[src/flash_fe_consts.vh]
`ifndef FLASH_FE_CONSTS_VH
`define FLASH_FE_CONSTS_VH
// opcodes
`define OP_READ          8'h03
`define OP_FAST_READ     8'h0B
`define OP_PAGE_PROG     8'h02
`define OP_SECTOR_ERASE  8'h20
`define OP_BLK32_ERASE   8'h52
`define OP_BLK64_ERASE   8'hD8
`define OP_CHIP_ERASE    8'h60
`define OP_CHIP_ERASE2   8'hC7
`define OP_WRITE_EN      8'h06
`define OP_WRITE_DIS     8'h04
`define OP_STATUS_RD     8'h05
`define OP_STATUS_WR     8'h01
`define OP_QUAD_ENTER    8'h35
`define OP_QUAD_EXIT     8'hF5
// array geometry: byte address field positions
`define ADDR_W           24
`define SECTOR_LSB       12
`define HALF_BLOCK_LSB   15
`define BLOCK_LSB        16
`define LAST_SECTOR_BASE 24'hFFF0_00
// internal operation length in ref clock cycles; fast read dummy length in bits
`define BUSY_CYCLES      16'h0040
`define FAST_DUMMY_BITS  6'h08
`endif

[src/flash_front_end.v]
`timescale 1ns/1ps
`include "flash_fe_consts.vh"
module flash_front_end (
   // clock and reset
   input  wire        ref_clk_in,
   input  wire        srst_in,
   // serial link pins
   input  wire        sel_n_in,
   input  wire        sclk_in,
   input  wire [3:0]  sio_in,
   output reg  [3:0]  sio_out,
   output reg  [3:0]  sio_oe_n_out,
   // array side request stream
   output reg         op_valid_out,
   input  wire        op_ready_in,
   output reg  [7:0]  op_code_out,
   output reg  [23:0] op_addr_out,
   output reg  [11:0] op_sector_out,
   output reg  [8:0]  op_half_block_out,
   output reg  [7:0]  op_block_out,
   // array side read data
   input  wire [7:0]  rd_data_in,
   // state
   output reg         quad_mode_out,
   output reg         write_enable_latch_out,
   output reg         busy_out,
   input  wire        quad_enable_bit_in
);
   localparam ST_IDLE = 3'd0, ST_OPC = 3'd1, ST_ADDR = 3'd2, ST_DUMMY = 3'd3;
   localparam ST_DATA = 3'd4, ST_WDATA = 3'd5, ST_STBY = 3'd6;
   // -------------------------------------------------------------
   // pin synchronisers
   // -------------------------------------------------------------
   reg [1:0] sel_s_r, clk_s_r;
   reg [3:0] sio_s1_r, sio_s2_r;
   reg       sel_d_r, clk_d_r;
   always @(posedge ref_clk_in) begin
      if (srst_in) begin
         sel_s_r  <= 2'b11;
         clk_s_r  <= 2'b00;
         sio_s1_r <= 4'h0;
         sio_s2_r <= 4'h0;
         sel_d_r  <= 1'b1;
         clk_d_r  <= 1'b0;
      end else begin
         sel_s_r  <= {sel_s_r[0], sel_n_in};
         clk_s_r  <= {clk_s_r[0], sclk_in};
         sio_s1_r <= sio_in;
         sio_s2_r <= sio_s1_r;
         sel_d_r  <= sel_s_r[1];
         clk_d_r  <= clk_s_r[1];
      end
   end
   wire sel_fall = sel_d_r & ~sel_s_r[1];
   wire sel_rise = ~sel_d_r & sel_s_r[1];
   // edges only count while selected, so a mode 3 idle-high clock
   // dropping after select fall is a harmless shift edge
   wire clk_rise = ~sel_s_r[1] & ~clk_d_r & clk_s_r[1];
   wire clk_fall = ~sel_s_r[1] & clk_d_r & ~clk_s_r[1];
   // -------------------------------------------------------------
   // command decode helpers
   // -------------------------------------------------------------
   reg [7:0]  opc_r;
   function is_write_type;
      input [7:0] op;
      begin
         is_write_type = (op == `OP_PAGE_PROG) || (op == `OP_SECTOR_ERASE) ||
                         (op == `OP_BLK32_ERASE) || (op == `OP_BLK64_ERASE) ||
                         (op == `OP_CHIP_ERASE) || (op == `OP_CHIP_ERASE2) ||
                         (op == `OP_STATUS_WR);
      end
   endfunction
   function needs_addr;
      input [7:0] op;
      begin
         needs_addr = (op == `OP_READ) || (op == `OP_FAST_READ) || (op == `OP_PAGE_PROG) ||
                      (op == `OP_SECTOR_ERASE) || (op == `OP_BLK32_ERASE) || (op == `OP_BLK64_ERASE);
      end
   endfunction
   function is_known;
      input [7:0] op;
      input       quad;
      begin
         is_known = needs_addr(op) || is_write_type(op) || (op == `OP_WRITE_EN) ||
                    (op == `OP_WRITE_DIS) || (op == `OP_STATUS_RD) ||
                    (op == `OP_QUAD_ENTER && !quad) || (op == `OP_QUAD_EXIT && quad);
      end
   endfunction
   // -------------------------------------------------------------
   // frame state machine
   // -------------------------------------------------------------
   reg [2:0]  st_r;
   reg [5:0]  bit_cnt_r;
   reg [23:0] addr_r;
   reg [7:0]  shin_r, shout_r;
   reg        out_en_r;
   reg        byte_edge_r;
   reg [15:0] busy_cnt_r;
   reg        opc_done_r;
   wire [2:0] step   = quad_mode_out ? 3'd4 : 3'd1;
   wire [7:0] shin_n = quad_mode_out ? {shin_r[3:0], sio_s2_r} : {shin_r[6:0], sio_s2_r[0]};
   wire [5:0] bits_n = bit_cnt_r + {3'd0, step};
   // -------------------------------------------------------------
   // two-entry request buffer
   // -------------------------------------------------------------
   reg [31:0] buf_mem [0:1];
   reg        wr_ptr_r, rd_ptr_r;
   reg [1:0]  cnt_r;
   reg        push;
   reg [31:0] push_word;
   // a write frame that ends while both entries are full is dropped as if
   // refused; the host is expected to poll busy before sending another
   wire       buf_ready = (cnt_r != 2'd2);
   wire       pop = (cnt_r != 2'd0) & (~op_valid_out | op_ready_in);
   always @(posedge ref_clk_in) begin
      if (srst_in) begin
         wr_ptr_r     <= 1'b0;
         rd_ptr_r     <= 1'b0;
         cnt_r        <= 2'd0;
         op_valid_out <= 1'b0;
         op_code_out  <= 8'h00;
         op_addr_out  <= 24'h0000_00;
         op_sector_out     <= 12'h000;
         op_half_block_out <= 9'h000;
         op_block_out      <= 8'h00;
      end else begin
         if (push & buf_ready) begin
            buf_mem[wr_ptr_r] <= push_word;
            wr_ptr_r          <= ~wr_ptr_r;
         end
         if (pop) begin
            rd_ptr_r          <= ~rd_ptr_r;
            op_valid_out      <= 1'b1;
            op_code_out       <= buf_mem[rd_ptr_r][31:24];
            op_addr_out       <= buf_mem[rd_ptr_r][23:0];
            op_sector_out     <= buf_mem[rd_ptr_r][`ADDR_W-1:`SECTOR_LSB];
            op_half_block_out <= buf_mem[rd_ptr_r][`ADDR_W-1:`HALF_BLOCK_LSB];
            op_block_out      <= buf_mem[rd_ptr_r][`ADDR_W-1:`BLOCK_LSB];
         end else if (op_ready_in) begin
            op_valid_out <= 1'b0;
         end
         cnt_r <= cnt_r + {1'b0, push & buf_ready} - {1'b0, pop};
      end
   end
   // -------------------------------------------------------------
   // main control
   // -------------------------------------------------------------
   always @* begin
      push      = 1'b0;
      push_word = {opc_r, addr_r};
      if (sel_rise && byte_edge_r && !busy_out && is_write_type(opc_r) && write_enable_latch_out &&
          (st_r == ST_WDATA || st_r == ST_OPC && opc_r == `OP_CHIP_ERASE ||
           st_r == ST_OPC && opc_r == `OP_CHIP_ERASE2 || st_r == ST_OPC && opc_r == `OP_STATUS_WR))
         push = 1'b1;
   end
   always @(posedge ref_clk_in) begin
      if (srst_in) begin
         st_r        <= ST_IDLE;
         bit_cnt_r   <= 6'd0;
         opc_r       <= 8'h00;
         addr_r      <= 24'h0000_00;
         shin_r      <= 8'h00;
         shout_r     <= 8'h00;
         out_en_r    <= 1'b0;
         byte_edge_r <= 1'b0;
         quad_mode_out          <= 1'b0;
         write_enable_latch_out <= 1'b0;
         opc_done_r  <= 1'b0;
         sio_out     <= 4'h0;
      end else begin
         // a request entering the buffer uses up the latch
         if (push & buf_ready)
            write_enable_latch_out <= 1'b0;
         if (sel_fall) begin
            st_r        <= ST_OPC;
            bit_cnt_r   <= 6'd0;
            byte_edge_r <= 1'b0;
            out_en_r    <= 1'b0;
            // a frame cut short must not act on the previous opcode
            opc_r       <= 8'h00;
            opc_done_r  <= 1'b0;
         end else if (sel_rise) begin
            // mode switches also require a whole byte
            if (st_r == ST_OPC && byte_edge_r && opc_r == `OP_QUAD_ENTER && !quad_mode_out)
               quad_mode_out <= 1'b1;
            if (st_r == ST_OPC && byte_edge_r && opc_r == `OP_QUAD_EXIT && quad_mode_out)
               quad_mode_out <= 1'b0;
            if (st_r == ST_OPC && byte_edge_r && opc_r == `OP_WRITE_EN && !busy_out)
               write_enable_latch_out <= 1'b1;
            if (st_r == ST_OPC && byte_edge_r && opc_r == `OP_WRITE_DIS && !busy_out)
               write_enable_latch_out <= 1'b0;
            st_r     <= ST_IDLE;
            out_en_r <= 1'b0;
         end else if (clk_rise) begin
            shin_r <= shin_n;
            byte_edge_r <= (bits_n[2:0] == 3'd0);
            bit_cnt_r   <= (bits_n == 6'd8) ? 6'd0 : bits_n;
            case (st_r)
               ST_OPC: begin
                  // only the first byte is an opcode; later bytes are data
                  if (bits_n == 6'd8 && !opc_done_r) begin
                     opc_done_r <= 1'b1;
                     opc_r      <= shin_n;
                     if (!is_known(shin_n, quad_mode_out))
                        st_r <= ST_STBY;
                     else if (busy_out && (needs_addr(shin_n) || is_write_type(shin_n)))
                        st_r <= ST_STBY;
                     else if (needs_addr(shin_n))
                        st_r <= ST_ADDR;
                     else if (shin_n == `OP_STATUS_RD) begin
                        st_r    <= ST_DATA;
                        shout_r <= {6'h00, write_enable_latch_out, busy_out};
                     end
                  end
               end
               ST_ADDR: begin
                  addr_r <= quad_mode_out ? {addr_r[19:0], sio_s2_r} : {addr_r[22:0], sio_s2_r[0]};
                  bit_cnt_r <= bits_n;
                  if (bits_n == 6'd24) begin
                     bit_cnt_r <= 6'd0;
                     if (opc_r == `OP_FAST_READ)
                        st_r <= ST_DUMMY;
                     else if (opc_r == `OP_READ) begin
                        st_r    <= ST_DATA;
                        shout_r <= rd_data_in;
                     end else
                        st_r <= ST_WDATA;
                  end
               end
               ST_DUMMY: begin
                  if (bits_n == `FAST_DUMMY_BITS) begin
                     st_r    <= ST_DATA;
                     shout_r <= rd_data_in;
                  end
               end
               ST_DATA: begin
                  // next byte is latched on the last rising edge
                  if (bits_n == 6'd8 && opc_r != `OP_STATUS_RD) begin
                     addr_r  <= addr_r + 24'h0000_01;
                     shout_r <= rd_data_in;
                  end else if (bits_n == 6'd8)
                     shout_r <= {6'h00, write_enable_latch_out, busy_out};
               end
               default: ;  // program data bytes are not stored by this front end
            endcase
         end else if (clk_fall && st_r == ST_DATA) begin
            out_en_r <= 1'b1;
            if (quad_mode_out) begin
               sio_out <= shout_r[7:4];
               shout_r <= {shout_r[3:0], 4'h0};
            end else begin
               sio_out <= {2'b00, shout_r[7], 1'b0};
               shout_r <= {shout_r[6:0], 1'b0};
            end
         end
      end
   end
   // -------------------------------------------------------------
   // internal operation timer
   // -------------------------------------------------------------
   // the length is a fixed count: the front end has no view of the
   // real array timing, so the array side must not finish later
   always @(posedge ref_clk_in) begin
      if (srst_in) begin
         busy_out   <= 1'b0;
         busy_cnt_r <= 16'h0000;
      end else if (push & buf_ready) begin
         busy_out   <= 1'b1;
         busy_cnt_r <= `BUSY_CYCLES;
      end else if (busy_out) begin
         if (busy_cnt_r == 16'h0001)
            busy_out <= 1'b0;
         busy_cnt_r <= busy_cnt_r - 16'h0001;
      end
   end
   // -------------------------------------------------------------
   // data line enables
   // -------------------------------------------------------------
   // low while driving; released in idle and standby, and turned on one
   // clock after the first shift so the value settles before the lines turn
   always @(posedge ref_clk_in) begin
      if (srst_in)
         sio_oe_n_out <= 4'hF;
      else if (st_r == ST_DATA && out_en_r)
         sio_oe_n_out <= quad_mode_out ? 4'h0 : 4'hD;
      else
         sio_oe_n_out <= 4'hF;
   end
endmodule // flash_front_end

[config.mk]
export PLATFORM = sky130hd
export DESIGN_NAME = flash_front_end
export DESIGN_NICKNAME = d
export VERILOG_FILES = /design/src/flash_front_end.v
export VERILOG_INCLUDE_DIRS = /design/src
export SDC_FILE = /design/constraint.sdc
export NUM_CORES = 1
export LEC_CHECK = 0
export CAP_MARGIN = 40
export CORE_MARGIN = 3
export CORE_UTILIZATION = 55
export CTS_CLUSTER_DIAMETER = 50
export DETAILED_ROUTE_END_ITERATION = 12
export DONT_BUFFER_PORTS = 1
export GPL_TIMING_DRIVEN = 0
export PLACE_DENSITY = 0.66
export SLEW_MARGIN = 20
export SYNTH_ARGS = -nofsm -noshare
export SYNTH_HDL_FRONTEND = slang
export SYNTH_SLANG_ARGS = --single-unit
[constraint.sdc]
create_clock -name ref_clk_in -period 5.93 [get_ports ref_clk_in]
set_clock_uncertainty 0.1 [all_clocks]
set_input_delay 1.4825 -clock ref_clk_in [delete_from_list [all_inputs] [get_ports ref_clk_in]]
set_output_delay 1.4825 -clock ref_clk_in [all_outputs]
set_load 0.05 [all_outputs]
==> out/qor.csv, run 1 <==
metric,value,unit
Critical Path End Type,register,
crit-path max FO,10,
Final Max Tran Viols,0,
hold buffers post-CTS,0,
Ys Warns,0,
Worst Path Required,6.20,ns
crit-path cells,"buf_4, clkinv_1, ha_1, ha_1, xor2_1, nor4_2, nand4_1, a21boi_1, buf_2, buf_2, o21ai_0, a21oi_1",
Synth Flop Type,dfxtp_1,
endpoints failing hold,0,
Final Cycle Share,70.6,%
fmax,0.239,GHz
Site Rows,47,
min Tclk post-route,4.19,ns
first-pass GRT wire length,36900,um
Vias,7383,
root cell of the clock tree,clkbuf_16,
final-report setup violation count,0,
final wirelength,23500,um
post-CTS sizing,0,
layout cell share with drive strength beyond 1,11.5,%
clk_lat worst skew,0.44,ns
total power,3990,uW
CP Launch Type,register,
clock-pin slew of the registers on the worst-case setup and hold paths,0.07,ns
top-area cell type share of the netlist area,28.9,%
GR Util All Layers,25.5,%
CTS Buffer Depth,2,
"delay-heaviest family, CP",buffers and inverters,
Cell Pwr Density,385,nW/um^2
RSZ-0062 raised after global routing,no,
die area,18700,sq um
VDD IR-drop max,0.372,mV
initial DRC count,724,
worst-margin pin slew,0.845,ns
synth top area cells,"dfxtp_1 29%, edfxtp_1 20%, mux2i_1 7.5%",
core area,16700,sq um
"Seq/Total Area, Yosys",49.3,%
ys async rst share,0,%
class of the worst hold path,register to register,
leakage power,0.00358,uW
critical path's largest stage delay,0.76,ns
Ports,91,
share of the core filled with cells,62.0,%
synthesized instance count,969,
Post-route DRC,0,
Avg Inst Size Synth,9.73,sq um
H-tree levels,4,
syn nets,997,
Post-synth EDFFs,64,
WP data arrival,4.46,ns
Die W,137,um
outcome,"complete, no violations",
vias per cell,6.00,
Die H,137,um
max cap viols,0,
"FF+latch count, synth",200,
fin worst setup slack,1.74,ns
Slew HR,43.6,%
leading area contributor after synthesis,dfxtp_1,
kind of critical path,register to register,
setup bufs post-CTS,0,
Area Growth Syn to Fin,9.92,%
critical path's slowest cell,dfxtp_1,
clk sinks,200,
DRT Pass-1 Iters,5,
gpl congestion,0.919,
largest net degree at the start of global routing,20,
Final #Nets,1025,
ANT nets after route,0,
WL/cell,19.1,um
post-synthesis instance area,9420,sq um
vias in the first global route,6638,
CTS buffer count,17,
grt total ovfl,0,
CTS tree,yes,
initial antenna violation count,2,
Netlist cell types,81,
port bufs,0,
hpwl dp,16900,um
Critical path buffers and inverters,4,
Initial Utilization,56.4,%
dpl ws,1.80,ns
-- cell usage after synthesis (all sizes together) (3+ instances only) --
cell / n
a211oi: 53
a21boi: 4
a21o: 4
a21oi: 31
a22oi: 15
a311oi: 3
a31o: 4
a31oi: 8
and3: 6
buf: 55
clkbuf: 40
dfxtp: 136
edfxtp: 64
ha: 10
inv: 17
mux2: 5
mux2i: 71
nand2: 84
nand2b: 6
nand3: 23
nand3b: 4
nand4: 10
nand4b: 6
nor2: 131
nor2b: 19
nor3: 17
nor3b: 6
nor4: 18
o211ai: 4
o21a: 5
o21ai: 26
o22ai: 6
o2bb2ai: 3
o31ai: 8
or2: 4
or3: 4
xnor2: 15
xor2: 9
-- registers in the layout (all words and copies together), names as in the netlist, 2 cells and up, named ones only --
signal and cells:
op_addr_out 24, busy_cnt_r 16, op_code_out 8, sio_out 4
clk_s_r 2, sio_oe_n_out 2, opc_r 8, sio_s2_r 4
buf_mem 64, st_r 3, addr_r 24, sel_s_r 2
cnt_r 2, shin_r 7, bit_cnt_r 6, shout_r 8
sio_s1_r 4
-- cells in the final DEF (no fill, tap or decap), types with 5 or more instances in the layout --
cell | netlist | final
a31oi_1 | 8 | 8
mux2_2 | 5 | 5
a211oi_1 | 52 | 52
nor2b_1 | 19 | 19
xnor2_1 | 15 | 15
buf_2 | 12 | 12
o21a_1 | 5 | 5
inv_1 | 17 | 17
buf_6 | 2 | 7
mux2i_1 | 71 | 71
dfxtp_1 | 136 | 136
o21ai_0 | 25 | 25
ha_1 | 10 | 10
nor2_1 | 130 | 130
nand2b_1 | 6 | 6
nand3_1 | 22 | 22
o22ai_1 | 6 | 6
nand4_1 | 10 | 10
nand4b_1 | 6 | 6
buf_4 | 33 | 36
a22oi_1 | 15 | 15
nor3_1 | 17 | 16
clkbuf_16 | 0 | 17
nor4_1 | 16 | 16
xor2_1 | 9 | 9
edfxtp_1 | 64 | 64
nand2_1 | 84 | 84
a21oi_1 | 30 | 30
clkbuf_1 | 39 | 40
o31ai_1 | 7 | 7
buf_1 | 8 | 8
and3_1 | 6 | 6
-- layout make-up --
type | instances | area (sq um)
Sequential cell | 200 | 4640
Clock buffer | 18 | 429
Multi-Input combinational cell | 656 | 4210
Antenna cell | 1 | 2.50
Buffer | 95 | 512
Timing Repair Buffer | 9 | 83.8
Inverter | 18 | 67.6
Clock inverter | 14 | 134
Tap cell | 220 | 275
Fill cell | 1462 | 6340
-- cells by family after synthesis --
group	share of synthesized area (%)
AND/OR/NAND/NOR	18.3
AO/OA/AOI/OAI	14.6
XOR/XNOR	2.23
flip-flops	49.3
buffers and inverters	6.15
adder cells (fa/ha/maj)	1.33
multiplexers	8.14
-- routing by layer --
metal  share of wire [%]  GRT usage (%)  vias to the layer above
met3                 8.4           6.18                       34
met4                 1.5           7.82                        2
li1                    -              -                     3548
met5               0.055              0                        -
met1                  46           37.9                     3506
met2                  44           36.8                      293
-- through the flow --
stage	cell area, sq um	std cells	hold slack [ns]	setup TNS [ns]
5_1_grt	10400	1231	0.328	0
3_5_place_dp	9790	1197	0.299	0
3_3_place_gp	9700	1189	0.298	-33.60
6_report	10400	1231	0.313	0
4_1_cts	10400	1229	0.319	0
2_1_floorplan	9420	969	0.281	0
-- report_power, final --
group | internal (uW) | total, uW | leakage, uW | switching, uW
clock network | 557 | 1110 | 0.000272 | 557
logic | 304 | 944 | 0.00161 | 640
registers | 1510 | 1930 | 0.00170 | 416
total | 2380 | 3990 | 0.00358 | 1610
-- worst register-to-register path, delay by kind of cell (launching register included) --
kind | cells | cell delay [ns]
AND/OR/NAND/NOR | 2 | 0.68
flip-flops | 1 | 0.76
buffers and inverters | 4 | 1.21
XOR/XNOR | 1 | 0.21
AO/OA/AOI/OAI | 3 | 0.57
adder cells (fa/ha/maj) | 2 | 0.60
-- worst paths after layout --
check | startpoint | endpoint | slack [ns] | cells past startpoint
setup / recovery | quad_mode_out$_SDFFE_PP0P_ | addr_r[15]$_SDFFE_PP0P_ | 1.74 | 12
hold / removal | sel_s_r[0]$_SDFF_PP1_ | sel_s_r[1]$_SDFF_PP1_ | 0.31 | 1
setup reg to reg | quad_mode_out$_SDFFE_PP0P_ | addr_r[15]$_SDFFE_PP0P_ | 1.74 | 12
hold reg to reg | sel_s_r[0]$_SDFF_PP1_ | sel_s_r[1]$_SDFF_PP1_ | 0.31 | 1
No activity file was read; power rests on OpenSTA's default activity.
==> run 2: changes to the inputs <==
clock period = 4.2 ns   (was 5.93 ns; I/O delays follow)
==> run 2 against run 1 <==
- global-route usage hardly changed
- sequential share of layout area is 0.32 points lower
- count of clock-buffer cells in the layout is 3 higher
- worst hold slack better by 0.0046 ns
- utilization is 0.46 points higher
- non-clock buffer count is 3 lower
- via count is 0.26% lower
- register-to-register slack worse by 1.5 ns
- clock power is 52% higher
- design area is 0.74% higher
- critical path type unchanged
- critical endpoint unchanged
==> out/qor.csv, run 2 (same netlist as run 1, synthesis figures left out) <==
metric,value,unit,change
share of the core filled with cells,62.5,%,+0.46 points
setup bufs post-CTS,0,,unchanged
root cell of the clock tree,clkbuf_16,,
Vias,7364,,-0.26%
leakage power,0.00362,uW,+1.0%
"Most flops, register",buf_mem,,
WL/cell,19.1,um,-0.12%
Cell Pwr Density,551,nW/um^2,+43%
grt total ovfl,0,,unchanged
worst hold stages,1,,unchanged
Site Rows,47,,unchanged
DRT Pass-1 Iters,6,,+1
fmax,0.251,GHz,+5.0%
outcome,"complete, no violations",,
depth of the most critical reg-to-reg path,12,,unchanged
GR Util All Layers,25.6,%,+0.037 points
RSZ-0062 raised after global routing,no,,
clk_lat worst skew,0.44,ns,about the same
vias in the first global route,6531,,-1.6%
most frequent cells in the layout,"135 x dfxtp_1, 130 x nor2_1, 84 x nand2_1",,
WP data arrival,4.25,ns,-0.21 ns
Post-route DRC,0,,unchanged
Area Growth Syn to Fin,10.7,%,
CTS tree,yes,,
CTS buffer count,17,,unchanged
first-pass GRT wire length,36900,um,-0.15%
critical path's largest stage delay,0.56,ns,-0.20 ns
die area,18700,sq um,unchanged
setup TNS,0,ns,unchanged
Top Registers,"buf_mem: 64 flops, addr_r: 24 flops, op_addr_out: 24 flops",,
critical path's slowest cell,dfxtp_2,,
largest net degree at the start of global routing,19,,-5.0%
hold path startpoint,sel_s_r[0]$_SDFF_PP1_,,
class of the worst hold path,register to register,,
core area,16700,sq um,unchanged
worst r2r dst,addr_r[15]$_SDFFE_PP0P_,,
VDD IR-drop max,0.495,mV,+33%
Critical Path End Type,register,,
Final Cycle Share,95.0,%,+24 points
kind of critical path,register to register,,
hold buffers post-CTS,0,,unchanged
R2R Setup Slk,0.21,ns,-1.53 ns
Initial Utilization,56.4,%,unchanged
CTS Buffer Depth,2,,unchanged
final wirelength,23400,um,-0.45%
H-tree levels,4,,unchanged
crit-path max FO,10,,unchanged
max cap viols,0,,unchanged
crit-path cells,"buf_4, clkinv_1, ha_1, ha_1, a21o_1, a32oi_2, nand4_1, a21boi_1, buf_2, buf_2, o21ai_0, a21oi_1",,
"commonest non-fill, non-tap cell in the layout",dfxtp_1,,
min Tclk post-route,3.99,ns,-0.198 ns
ANT nets after route,0,,unchanged
port bufs,0,,unchanged
worst reg2reg startpoint,quad_mode_out$_SDFFE_PP0P_,,
CP Launch Type,register,,
diode count,0,,-1
WHS,0.318,ns,+0.00465 ns
vias per cell,6.00,,about the same
Final Max Tran Viols,0,,unchanged
fillers,1402,,-4.1%
initial antenna violation count,0,,-2
Worst Path Required,4.46,ns,-1.74 ns
Slew HR,40.9,%,-2.7 points
Die H,137,um,unchanged
WHS Endpoint,sel_s_r[1]$_SDFF_PP1_,,
worst-margin pin slew,0.885,ns,+0.0402 ns
initial DRC count,687,,-5.1%
Ports,91,,unchanged
max reg flops,64,,unchanged
final-report setup violation count,0,,unchanged
clock-pin slew of the registers on the worst-case setup and hold paths,0.07,ns,about the same
clk sinks,200,,unchanged
endpoints failing hold,0,,unchanged
layout cell share with drive strength beyond 1,11.4,%,-0.065 points
hpwl dp,16600,um,-1.6%
gpl congestion,0.917,,-0.23%
Final #Nets,1022,,-0.29%
Die W,137,um,unchanged
## run 2: cell types whose count changed in the layout (fill, tap and decap cells not counted), sizes merged
| cell | before | now |
|---|---|---|
| buf | 63 | 61 |
| bufinv | 0 | 1 |
| clkbuf | 59 | 61 |
| clkinv | 6 | 5 |
| clkinvlp | 2 | 0 |
| diode | 1 | 0 |
| inv | 24 | 23 |
## run 2: layer usage
metal  global-route usage, %  wire length, um  vias to the layer above
met5                       0                0                        -
met4                    6.60              366                        0
met3                    5.04             1700                       30
met2                    37.9            10200                      294
met1                    38.4            11100                     3495
li1                        -                -                     3545
## run 2: through the flow
step	instances	power, uW	cell area [sq um]	setup slack, ns
after floorplan	969	3880	9430	0.757
after global placement	1189	4090	9710	-0.429
after detailed placement	1194	4110	9790	0.0317
after CTS	1226	5780	10400	0.244
after global routing	1227	6000	10400	0.0106
final	1227	5750	10400	0.210
## run 2: worst max path at each step
stage / to / cells after the start / start
after floorplan: buf_mem[0][0]$_DFFE_PP_ / 4 / srst_in
after global placement: buf_mem[0][6]$_DFFE_PP_ / 4 / srst_in
after detailed placement: addr_r[19]$_SDFFE_PP0P_ / 11 / quad_mode_out$_SDFFE_PP0P_
after CTS: addr_r[6]$_SDFFE_PP0P_ / 11 / quad_mode_out$_SDFFE_PP0P_
after global routing: addr_r[15]$_SDFFE_PP0P_ / 12 / quad_mode_out$_SDFFE_PP0P_
final: addr_r[15]$_SDFFE_PP0P_ / 12 / quad_mode_out$_SDFFE_PP0P_
## run 2: cell type report
| type | instances | area (sq um) | area share [%] |
|---|---|---|---|
| inverter | 18 | 67.6 | 0.647 |
| sequential | 200 | 4650 | 44.5 |
| timing repair buffer | 6 | 82.6 | 0.791 |
| multi-input combinational | 656 | 4230 | 40.6 |
| buffer | 95 | 512 | 4.90 |
| clock inverter | 11 | 118 | 1.13 |
| clock buffer | 21 | 503 | 4.82 |
| tap | 220 | 275 | 2.64 |
## run 2: critical path, delay by kind of cell, from the launching register on
kind,cells,cell delay (ns)
AOI/OAI and AO/OA,5,1.24
adders and majority gates,2,0.60
buffers and inverters,4,1.17
DFF,1,0.56
and+or+nand+nor,1,0.22
## run 2: timing repair
action                                  4_1_cts  5_1_grt
endpoints found under the setup margin        2        5
gates resized for setup                       1        1
pin swaps                                     0        0
## run 2: where the power goes
part	internal (uW)	total, uW	switching [uW]
registers	2140	2730	589
clock network	940	1690	752
logic	429	1330	902
==> run 3: changes to the inputs <==
BUFFER_PORTS_ARGS = -buffer_cell sky130_fd_sc_hd__buf_4   (was default)
CTS_CLUSTER_DIAMETER = default   (was 50)
DONT_BUFFER_PORTS = default   (was 1)
PLACE_DENSITY = 0.71   (was 0.66)
==> run 3 against run 2 <==
- sequential power decreased by 17%
- global-route usage decreased by 0.40 points
- worst setup slack improved by 0.12 ns
- largest cell class unchanged
- utilization increased by 3.8 points
- fmax increased by 3.1%
- sequential share of layout area decreased by 2.6 points
- critical path depth decreased by 1
==> out/qor.csv, run 3 (same netlist as run 1, synthesis figures left out) <==
metric,value,unit,change
outcome,"complete, no violations",,
vias in the first global route,6780,,+3.8%
Vias,7646,,+3.8%
ANT nets after route,0,,unchanged
min Tclk post-route,3.87,ns,-0.120 ns
crit-path cells,"buf_4, clkinv_1, ha_1, ha_1, nor4_2, nand4_1, a21boi_1, buf_2, buf_4, nor2_1, a211oi_1",,
Net Sw Frac,37.6,%,-1.5 points
clk sinks,200,,unchanged
WL/cell,17.9,um,-6.3%
setup TNS,0,ns,unchanged
max cap viols,0,,unchanged
Sw Pwr,2280,uW,+1.6%
area of the multi-input gates,4220,sq um,-0.21%
Sequential Area,4640,sq um,about the same
hpwl dp,16800,um,+1.2%
Worst Path Required,4.43,ns,-0.03 ns
H-tree levels,4,,unchanged
max reg flops,64,,unchanged
"delay-heaviest family, CP",buffers and inverters,,
gpl congestion,0.917,,about the same
hold path startpoint,sel_s_r[0]$_SDFF_PP1_,,
Clock Power Share,27.5,%,-1.9 points
CTS Buffer Depth,2,,unchanged
die area,18700,sq um,unchanged
CTS buffer count,17,,unchanged
endpoints failing hold,0,,unchanged
first-pass GRT wire length,36300,um,-1.4%
setup bufs post-CTS,0,,unchanged
worst r2r dst,addr_r[12]$_SDFFE_PP0P_,,
diode count,0,,unchanged
critical path's slowest cell,nor4_2,,
Final #Nets,1110,,+8.6%
Area Growth Syn to Fin,17.5,%,
kind of critical path,register to register,,
Critical Path End Type,register,,
Final Cycle Share,92.2,%,-2.9 points
initial DRC count,729,,+6.1%
GR Util All Layers,25.2,%,-0.40 points
total power,6070,uW,+5.6%
"commonest non-fill, non-tap cell in the layout",dfxtp_1,,
class of the worst hold path,register to register,,
CTS tree,yes,,
depth of the most critical reg-to-reg path,11,,-1
Die W,137,um,unchanged
R2R Setup Slk,0.33,ns,+0.12 ns
critical path's largest stage delay,0.58,ns,+0.02 ns
Slew HR,42.3,%,+1.5 points
Initial Utilization,56.4,%,unchanged
hold buffers post-CTS,0,,unchanged
clock-pin slew of the registers on the worst-case setup and hold paths,0.07,ns,about the same
initial antenna violation count,0,,unchanged
worst reg2reg startpoint,quad_mode_out$_SDFFE_PP0P_,,
RSZ-0062 raised after global routing,no,,
WHS Endpoint,sel_s_r[1]$_SDFF_PP1_,,
port bufs,88,,+88
CP Launch Type,register,,
Gate power share,35.3,%,+12 points
Cell Pwr Density,548,nW/um^2,-0.52%
Top Registers,"buf_mem: 64 flops, addr_r: 24 flops, op_addr_out: 24 flops",,
Final Max Tran Viols,0,,unchanged
grt total ovfl,0,,unchanged
VDD IR-drop max,0.566,mV,+14%
fillers,1386,,-1.1%
most frequent cells in the layout,"136 x dfxtp_1, 130 x nor2_1, 122 x buf_4",,
worst hold stages,1,,unchanged
Post-route DRC,0,,unchanged
DRT Pass-1 Iters,5,,-1
WP data arrival,4.10,ns,-0.15 ns
root cell of the clock tree,clkbuf_16,,
worst-margin pin slew,0.857,ns,-0.0281 ns
"Most flops, register",buf_mem,,
layout cell share with drive strength beyond 1,18.4,%,+6.9 points
Die H,137,um,unchanged
clk_lat worst skew,0.44,ns,about the same
cell internal pwr,3790,uW,+8.1%
Ports,91,,unchanged
largest net degree at the start of global routing,18,,-1
post-CTS sizing,0,,-1
Critical path buffers and inverters,4,,unchanged
final-report setup violation count,0,,unchanged
core area,16700,sq um,unchanged
crit-path max FO,10,,unchanged
fmax,0.258,GHz,+3.1%
final wirelength,23500,um,+0.46%
leakage power,0.00405,uW,+12%
Sequential Power Share,37.2,%,-10 points
vias per cell,5.81,,-3.1%
Site Rows,47,,unchanged
[run 3: metal layers]
layer  vias to the layer above  routed length [um]  GRT usage, %
met1                      3598               11000          36.7
met5                         -                   0             0
met4                         0                 460          7.32
met2                       300               10500          38.4
met3                        47                1560          4.60
li1                       3701                   -             -
[run 3: metrics by stage]
step	worst slack [ns]	area [sq um]	cells	utilization, %	hold slack, ns
4_1_cts	0.383	11100	1313	66.2	0.326
5_1_grt	0.147	11100	1315	66.3	0.351
3_5_place_dp	0.390	10400	1281	62.5	0.308
6_report	0.329	11100	1315	66.3	0.319
2_1_floorplan	0.757	9430	969	-	0.281
3_3_place_gp	-0.346	10400	1277	62.1	0.294
[run 3: worst max path at each step]
| stage | start | endpoint | slack [ns] | depth (start not counted) |
|---|---|---|---|---|
| CTS | quad_mode_out$_SDFFE_PP0P_ | addr_r[12]$_SDFFE_PP0P_ | 0.38 | 11 |
| global route | quad_mode_out$_SDFFE_PP0P_ | addr_r[12]$_SDFFE_PP0P_ | 0.15 | 12 |
| global placement | srst_in | buf_mem[0][17]$_DFFE_PP_ | -0.35 | 4 |
| finish | quad_mode_out$_SDFFE_PP0P_ | addr_r[12]$_SDFFE_PP0P_ | 0.33 | 11 |
| detailed placement | quad_mode_out$_SDFFE_PP0P_ | addr_r[12]$_SDFFE_PP0P_ | 0.39 | 11 |
| floorplan | srst_in | buf_mem[0][0]$_DFFE_PP_ | 0.76 | 4 |
[run 3: worst register-to-register path, stage by stage, from the launching register on]
cell	delay, ns
dfxtp_1	0.44
buf_4	0.21
clkinv_1	0.38
ha_1	0.40
ha_1	0.33
nor4_2	0.58
nand4_1	0.20
a21boi_1	0.29
buf_2	0.26
buf_4	0.24
nor2_1	0.06
a211oi_1	0.28
[run 3: final cells by class]
cell class	count	area share [%]
Multi-Input combinational cell	656	38.1
Inverter	18	0.610
Timing Repair Buffer	94	6.64
Buffer	95	4.62
Clock inverter	10	0.983
Sequential cell	200	41.9
Clock buffer	22	4.58
Tap cell	220	2.49
[run 3: power by group through the flow]
stage	combinational [uW]	clock, uW	sequential (uW)
CTS	2160	1680	2260
global route	2270	1770	2280
floorplan	1140	0	2740
finish	2140	1670	2260
global placement	2130	0	2300
detailed placement	2150	0	2310
